## src/iep_pkg.sv

```systemverilog
package iep_pkg;

  localparam int IEP_REG_W = 16;
  localparam int IEP_PRIO_W = 3;
  localparam int IEP_NFLD = 15;
  localparam int IEP_NSRC = 16;
  localparam int IEP_SRC_W = 4;
  localparam int IEP_ADDR_W = 8;
  localparam int IEP_NPRIO_REG = 4;

  localparam logic [7:0] IEP_OFS_EN7 = 8'h00;
  localparam logic [7:0] IEP_OFS_PRIO0 = 8'h04;
  localparam logic [7:0] IEP_OFS_PRIO1 = 8'h08;
  localparam logic [7:0] IEP_OFS_PRIO2 = 8'h0C;
  localparam logic [7:0] IEP_OFS_PRIO3 = 8'h10;
  localparam logic [7:0] IEP_OFS_STATUS = 8'h14;
  localparam logic [7:0] IEP_OFS_PEND = 8'h18;

  localparam logic [7:0] IEP_OFS_PRIO [IEP_NPRIO_REG] = '{
    IEP_OFS_PRIO0, IEP_OFS_PRIO1, IEP_OFS_PRIO2, IEP_OFS_PRIO3};

  localparam int IEP_DBG_BIT = 5;
  localparam logic IEP_EN7_RST = 1'b0;
  localparam logic [2:0] IEP_PRIO_RST = 3'h4;
  localparam logic [2:0] IEP_PRIO_OFF = 3'h0;
  localparam logic [2:0] IEP_PRIO_HIGH = 3'h7;
  localparam logic [2:0] IEP_PRIO_LOW = 3'h1;
  localparam int IEP_BYTE_W = 8;

  localparam int IEP_STAT_REQ_BIT = 8;
  localparam int IEP_STAT_LVL_LSB = 4;
  localparam int IEP_STAT_SRC_LSB = 0;

  localparam int IEP_FLD_REG [IEP_NFLD] = '{0, 0, 0, 0, 1, 1, 1, 1, 2, 2, 2, 2, 3, 3, 3};
  localparam int IEP_FLD_LSB [IEP_NFLD] = '{12, 8, 4, 0, 12, 8, 4, 0, 12, 8, 4, 0, 8, 4, 0};

  localparam int IEP_SRC_DEBUG = 15;

  typedef struct packed {
    logic rd;
    logic wr;
    logic [IEP_ADDR_W-1:0] addr;
    logic [IEP_REG_W-1:0] wdata;
    logic [1:0] be;
  } iep_req_s;

  typedef struct packed {
    logic req;
    logic [IEP_PRIO_W-1:0] level;
    logic [IEP_SRC_W-1:0] src;
  } iep_irq_s;

  typedef enum logic [1:0] {
    IEP_S_IDLE = 2'b01,
    IEP_S_DONE = 2'b10
  } iep_state_e;

endpackage

```

## src/iep_avmm_slave.sv

```systemverilog
`timescale 1ns/10ps
`default_nettype none
module iep_avmm_slave
  import iep_pkg::*;
(
  input wire logic clk_sys,
  input wire logic rst_n,
  input wire logic [IEP_ADDR_W-1:0] avs_address,
  input wire logic avs_read,
  input wire logic avs_write,
  input wire logic [31:0] avs_writedata,
  input wire logic [3:0] avs_byteenable,
  output logic [31:0] avs_readdata,
  output logic avs_waitrequest,
  output iep_req_s req,
  input wire logic [IEP_REG_W-1:0] rd_data
);

  iep_state_e state_r;

  // A request is held one cycle with waitrequest high, then completes.
  always_ff @(posedge clk_sys or negedge rst_n) begin
    if (!rst_n) begin
      state_r <= IEP_S_IDLE;
    end else begin
      case (state_r)
        IEP_S_IDLE: begin
          if (avs_read || avs_write) begin
            state_r <= IEP_S_DONE;
          end
        end
        IEP_S_DONE: begin
          state_r <= IEP_S_IDLE;
        end
        default: begin
          state_r <= IEP_S_IDLE;
        end
      endcase
    end
  end

  always_ff @(posedge clk_sys or negedge rst_n) begin
    if (!rst_n) begin
      avs_waitrequest <= 1'b1;
    end else begin
      avs_waitrequest <= !(state_r == IEP_S_IDLE && (avs_read || avs_write));
    end
  end

  always_ff @(posedge clk_sys or negedge rst_n) begin
    if (!rst_n) begin
      avs_readdata <= 32'h0000_0000;
    end else if (state_r == IEP_S_IDLE && avs_read) begin
      avs_readdata <= {16'h0000, rd_data};
    end
  end

  // Writes commit on the edge at which the master sees waitrequest low.
  always_comb begin
    req.rd = (state_r == IEP_S_DONE) && avs_read;
    req.wr = (state_r == IEP_S_DONE) && avs_write;
    req.addr = avs_address;
    req.wdata = avs_writedata[IEP_REG_W-1:0];
    req.be = avs_byteenable[1:0];
  end

endmodule
`default_nettype wire

```

## src/iep_prio_arbiter.sv

```systemverilog
`timescale 1ns/10ps
`default_nettype none
module iep_prio_arbiter
  import iep_pkg::*;
#(
  parameter int NSRC = IEP_NSRC
)
(
  input wire logic [NSRC*IEP_PRIO_W-1:0] levels,
  output iep_irq_s best
);

  // Strict comparison keeps the lowest source index on a tie.
  always_comb begin
    best.req = 1'b0;
    best.level = IEP_PRIO_OFF;
    best.src = '0;
    for (int i = 0; i < NSRC; i++) begin
      if (levels[i*IEP_PRIO_W +: IEP_PRIO_W] > best.level) begin
        best.req = 1'b1;
        best.level = levels[i*IEP_PRIO_W +: IEP_PRIO_W];
        best.src = IEP_SRC_W'(i);
      end
    end
  end

endmodule
`default_nettype wire

```

## src/iep_enable_priority_regs.sv

```systemverilog
// Function
// RQ1: Priority fields are three bits; code 111 is level 7, the highest.
// RQ2: Code 001 is level 1, lowest active; other codes map in binary order.
// RQ3: Code 000 disables the source; it never reaches the core.
// RQ4: Reset loads every priority field with 100 and the debug enable with 0.
// RQ5: Unimplemented bits read zero and ignore writes.
// RQ6: Enable register 7 holds only the debug-port enable at bit 5.
// RQ7: Enable one lets a request through; enable zero blocks it.
// RQ8: Priority 0: timer1 14-12, compare1 10-8, capture1 6-4, ext irq0 2-0.
// RQ9: Priority 1: timer2 14-12, compare2 10-8, capture2 6-4, dma0 2-0.
// RQ10: Priority 2: uart1 rx 14-12, spi1 event 10-8, spi1 fault 6-4, timer3 2-0.
// RQ11: Priority 3: bits 15-11 unused; dma1 10-8, adc 6-4, uart1 tx 2-0.
// RQ12: Bits 15, 11, 7 and 3 of each priority register read zero.
// RQ13: The highest pending level goes to the core; ties favour lower index.
`timescale 1ns/10ps
`default_nettype none
module iep_enable_priority_regs
  import iep_pkg::*;
#(
  parameter logic [IEP_PRIO_W-1:0] DBG_PRIORITY = IEP_PRIO_RST
)
(
  input wire logic clk_sys,
  input wire logic rst_n,
  input wire logic [IEP_ADDR_W-1:0] avs_address,
  input wire logic avs_read,
  input wire logic avs_write,
  input wire logic [31:0] avs_writedata,
  input wire logic [3:0] avs_byteenable,
  output logic [31:0] avs_readdata,
  output logic avs_waitrequest,
  input wire logic [IEP_NSRC-1:0] irq_flag,
  input wire logic [IEP_NFLD-1:0] irq_src_en,
  output logic irq_req,
  output logic [IEP_PRIO_W-1:0] irq_level,
  output logic [IEP_SRC_W-1:0] irq_src,
  output logic debug_port_irq_enable
);

  iep_req_s bus_req;
  iep_irq_s best;
  logic [IEP_REG_W-1:0] rd_word;
  logic [IEP_PRIO_W-1:0] prio_r [IEP_NFLD];
  logic en7_r;
  logic [IEP_NSRC-1:0] src_en;
  logic [IEP_NSRC-1:0] src_live;
  logic [IEP_NSRC*IEP_PRIO_W-1:0] src_level;
  logic [IEP_NSRC-1:0] pend_r;
  logic en7_hit;
  logic en7_lane;

  iep_avmm_slave u_slave (
    .clk_sys(clk_sys),
    .rst_n(rst_n),
    .avs_address(avs_address),
    .avs_read(avs_read),
    .avs_write(avs_write),
    .avs_writedata(avs_writedata),
    .avs_byteenable(avs_byteenable),
    .avs_readdata(avs_readdata),
    .avs_waitrequest(avs_waitrequest),
    .req(bus_req),
    .rd_data(rd_word)
  );

  // Enable register 7: only the debug-port enable is stored.
  assign en7_hit = bus_req.wr && (bus_req.addr == IEP_OFS_EN7);
  assign en7_lane = bus_req.be[IEP_DBG_BIT / IEP_BYTE_W];

  always_ff @(posedge clk_sys or negedge rst_n) begin
    if (!rst_n) begin
      en7_r <= IEP_EN7_RST; // [RQ4]
    end else if (en7_hit && en7_lane) begin
      en7_r <= bus_req.wdata[IEP_DBG_BIT]; // [RQ6]
    end
  end

  always_ff @(posedge clk_sys or negedge rst_n) begin
    if (!rst_n) begin
      debug_port_irq_enable <= IEP_EN7_RST;
    end else if (en7_hit && en7_lane) begin
      debug_port_irq_enable <= bus_req.wdata[IEP_DBG_BIT];
    end
  end

  // Priority fields, each held in its own three-bit register.
  generate
    for (genvar f = 0; f < IEP_NFLD; f++) begin : g_fld
      localparam int REG = IEP_FLD_REG[f];
      localparam int LSB = IEP_FLD_LSB[f];
      logic hit;
      logic lane;

      assign hit = bus_req.wr && (bus_req.addr == IEP_OFS_PRIO[REG]);
      assign lane = bus_req.be[LSB / IEP_BYTE_W];

      always_ff @(posedge clk_sys or negedge rst_n) begin
        if (!rst_n) begin
          prio_r[f] <= IEP_PRIO_RST; // [RQ4]
        end else if (hit && lane) begin
          prio_r[f] <= bus_req.wdata[LSB +: IEP_PRIO_W]; // [RQ1] [RQ8] [RQ9] [RQ10] [RQ11]
        end
      end
    end
  endgenerate

  // Read mux: fields land at their slots, every other bit stays zero.
  always_comb begin
    rd_word = '0; // [RQ5] [RQ12]
    if (bus_req.addr == IEP_OFS_EN7 || avs_address == IEP_OFS_EN7) begin
      rd_word = '0;
    end
    if (avs_address == IEP_OFS_EN7) begin
      rd_word[IEP_DBG_BIT] = en7_r; // [RQ6]
    end
    for (int f = 0; f < IEP_NFLD; f++) begin
      if (avs_address == IEP_OFS_PRIO[IEP_FLD_REG[f]]) begin
        rd_word[IEP_FLD_LSB[f] +: IEP_PRIO_W] = prio_r[f]; // [RQ8] [RQ9] [RQ10] [RQ11]
      end
    end
    if (avs_address == IEP_OFS_STATUS) begin
      rd_word[IEP_STAT_REQ_BIT] = irq_req;
      rd_word[IEP_STAT_LVL_LSB +: IEP_PRIO_W] = irq_level;
      rd_word[IEP_STAT_SRC_LSB +: IEP_SRC_W] = irq_src;
    end
    if (avs_address == IEP_OFS_PEND) begin
      rd_word = pend_r;
    end
  end

  // Per-source gating: flag, enable and a nonzero level are all needed.
  assign src_en = {en7_r, irq_src_en};

  generate
    for (genvar s = 0; s < IEP_NSRC; s++) begin : g_src
      logic [IEP_PRIO_W-1:0] lvl;

      if (s == IEP_SRC_DEBUG) begin : g_dbg
        assign lvl = DBG_PRIORITY;
      end else begin : g_fld_src
        assign lvl = prio_r[s];
      end

      assign src_live[s] = irq_flag[s] && src_en[s] && (lvl != IEP_PRIO_OFF); // [RQ3] [RQ7]
      assign src_level[s*IEP_PRIO_W +: IEP_PRIO_W] = src_live[s] ? lvl : IEP_PRIO_OFF; // [RQ2] [RQ3]
    end
  endgenerate

  iep_prio_arbiter #(
    .NSRC(IEP_NSRC)
  ) u_arb (
    .levels(src_level),
    .best(best)
  );

  // Registered request towards the core.
  always_ff @(posedge clk_sys or negedge rst_n) begin
    if (!rst_n) begin
      irq_req <= 1'b0;
      irq_level <= IEP_PRIO_OFF;
      irq_src <= '0;
    end else begin
      irq_req <= best.req; // [RQ13]
      irq_level <= best.level; // [RQ1] [RQ2]
      irq_src <= best.src; // [RQ13]
    end
  end

  always_ff @(posedge clk_sys or negedge rst_n) begin
    if (!rst_n) begin
      pend_r <= '0;
    end else begin
      pend_r <= src_live;
    end
  end

endmodule
`default_nettype wire

```

## config.mk

```make
export PLATFORM = sky130hd
export DESIGN_NAME = iep_enable_priority_regs
export DESIGN_NICKNAME = d
export VERILOG_FILES = /design/src/iep_pkg.sv /design/src/iep_avmm_slave.sv /design/src/iep_prio_arbiter.sv /design/src/iep_enable_priority_regs.sv
export SDC_FILE = /design/constraint.sdc
export NUM_CORES = 1
export LEC_CHECK = 0
export ABC_AREA = 1
export BUFFER_PORTS_ARGS = -buffer_cell sky130_fd_sc_hd__buf_4
export CAP_MARGIN = 20
export CORE_MARGIN = 2
export CORE_UTILIZATION = 50
export CTS_CLUSTER_DIAMETER = 80
export DETAILED_ROUTE_END_ITERATION = 10
export GPL_TIMING_DRIVEN = 0
export PLACE_DENSITY_LB_ADDON = 0.05
export RECOVER_POWER = 50
export SLEW_MARGIN = 25
export SYNTH_ARGS = -nofsm -noshare
export SYNTH_HDL_FRONTEND = slang
export SYNTH_HIERARCHICAL = 1
export SYNTH_SLANG_ARGS = --single-unit
```

## constraint.sdc

```tcl
create_clock -name clk_sys -period 20.2 [get_ports clk_sys]
set_clock_uncertainty 0.15 [all_clocks]
set_input_delay 1.01 -clock clk_sys [delete_from_list [all_inputs] [get_ports clk_sys]]
set_output_delay 1.01 -clock clk_sys [all_outputs]
set_load 0.01 [all_outputs]
```

==> impl_results.md <==
- CTS Buf Count: 9
- Fmax: about 0.056 GHz
- First-pass GRT wire length: 28100 um
- Status: finished, violations left
- Hold path depth: 2
- Critical path fanouts, max: 6
- Largest net degree at the start of global routing: 90
- Vias per Instance: between 4 and 5
- Worst setup EP type: flop
- Drt wl/cell: 14.2 um
- Clk slew on worst S/H paths: ~70 ps
- RSZ-0062 raised after global routing: no
- Vias in the first global route: 5664
- Worst Setup SP: irq_flag[1]
- CTS resizes: 0
- Setup CP Type: in -> reg
- Layout filler cell count: 1389
- CP max stage delay: roughly 360 ps
- Reg-to-reg critical path startpoint: g_src[0].lvl[2]$_DFFE_PN1P_
- Ant diodes: 0
- Total negative setup slack: 0 ps
- Final Max Slew Viols: 90
- Ys Warns: 6
- Clk_lat worst skew: 340 ps
- Hold wc startpoint: u_slave/avs_readdata[3]$_DFFE_PN0P_
- CP required: around 20000 ps
- Detailed-route via count: 6082
- # setup viols final: 0
- Initial Util: 0.517
- Cell count of the worst reg-to-reg path: between 100 and 150
- Worst-margin pin slew: 4690 ps
- Failing checks: capacitance limit, slew limit
- CP startpoint kind: input port
- Hold crit path type: reg -> reg
- Mapped Avg Cell Area: 7.34 um2
- H-tree depth: 3
- Initial antenna violation count: 0
- Post-DRT Antenna Nets: 0
- Worst path most repeated cell: nand2_1
- Grt ovf: 0
- Slew margin rel.: -2.12
- Clk sinks: slightly below 90
- CTS root buf: clkbuf_16
- Row count: 42
- Mapped Area: around 0.0069 mm2
- Postcts setup bufs: 0
- Period utilization: 0.876
- Port Buffers: 68
- Seq. cell area: 0.00225 mm2
- Share of cells above drive strength 1: 0.257
- Max-Cap Viols: 1
- Synthesized instance count: 940
- Critical path arrival: around 18000 ps
- Final #Nets: 1161
- Worst path slowest cell: a31oi_1
- Tot GR Track Use: 0.248
- Number of hold violations in the final report: 0
- Minimum clock period: 17700 ps
- Area taken by multi-input logic gates: 0.00372 mm2
- Core box area: 0.0133 mm2
- Final wirelength: 17300 um
- Die width: 121 um
- Post-CTS Hold Buffers: 0
- Clock Tree Buf Depth: 2
- TritonCTS clock tree: built
- I/O Pins: 121
- Die Span Y: 121 um
- Die area: 0.0147 mm2
- Area Overhead vs Synth: 15.9%
- Hpwl dp: 14400 um
- DR pass1 iterations: 5
- # DRC: 0
- Initial DRC count: 387
- GP Congestion: 0.856
## routing by layer
layer,part of all wire,vias to the layer above,wire (um),GRT usage
li1,-,3141,-,-
met1,0.45,2776,7870,0.329
met2,0.48,148,8320,0.420
met3,0.046,17,791,0.0414
met4,0.018,0,314,0.0654
met5,0,-,0,0
## final timing paths
path / slack [ps] / endpoint
max in group asynchronous: 15090 / irq_level[0]$_DFF_PN0_
hold / removal: 320 / u_slave/avs_readdata[3]$_DFFE_PN0P_
setup / recovery: 2500 / irq_req$_DFF_PN0_
setup reg to reg: 2660 / irq_req$_DFF_PN0_
min in group asynchronous: 2180 / g_src[0].lvl[0]$_DFFE_PN0P_
hold reg to reg: 320 / u_slave/avs_readdata[3]$_DFFE_PN0P_
## worst max-delay path: cells and delay by family
family	cells	cell delay [ps]
AO/OA/AOI/OAI	25	4600
adder cells (fa/ha/maj)	15	3590
buffers and inverters	23	1880
AND/OR/NAND/NOR	55	6650
## layout by cell type, fill, tap and decap left out, types with 8 or more instances in the layout
cell and n:
nor2_1 90, and3_1 8, o21ai_2 18, or2_2 11, nand2_2 20, inv_1 133
dfrtp_1 72, nand2_1 240, ha_1 45, dfstp_2 17, conb_1 20, buf_4 93
and2_1 13, o21ai_0 22, nand3_1 31, o21ai_1 18, a31oi_1 29, clkbuf_16 9
nand3_2 38, clkbuf_4 15, nand4_1 24, inv_2 14
## state kept, by name (all words and copies together) (netlist names)
| name | count |
|---|---|
| u_slave/state_r | 2 |
| irq_req | 1 |
| g_src.lvl | 45 |
| irq_level | 3 |
| debug_port_irq_enable | 1 |
| irq_src | 4 |
| pend_r | 16 |
| u_slave/avs_readdata | 16 |
| u_slave/avs_waitrequest | 1 |
## cell type report
type	instances	share of cell area
tap	176	0.0275
buffer	55	0.0527
timing repair buffer	68	0.0624
clock buffer	10	0.0286
sequential	89	0.281
inverter	151	0.0709
multi-input combinational	663	0.465
clock inverter	6	0.0114
## per-stage QoR
| step | instance area [um2] | util | hold WS (ps) | instances | worst slack [ps] |
|---|---|---|---|---|---|
| floorplan | 6960 | - | 304 | 958 | 4270 |
| global placement | 7690 | 0.576 | 307 | 1202 | 2340 |
| detailed placement | 7700 | 0.577 | 311 | 1202 | 2130 |
| CTS | 8020 | 0.601 | 328 | 1218 | 2430 |
| global route | 8000 | 0.599 | 341 | 1218 | 670 |
| finish | 8000 | 0.599 | 322 | 1218 | 2500 |
Power is left out: the tool's default activity adds up to more than one toggle a clock period on the data nets, which glitch-free logic cannot reach.
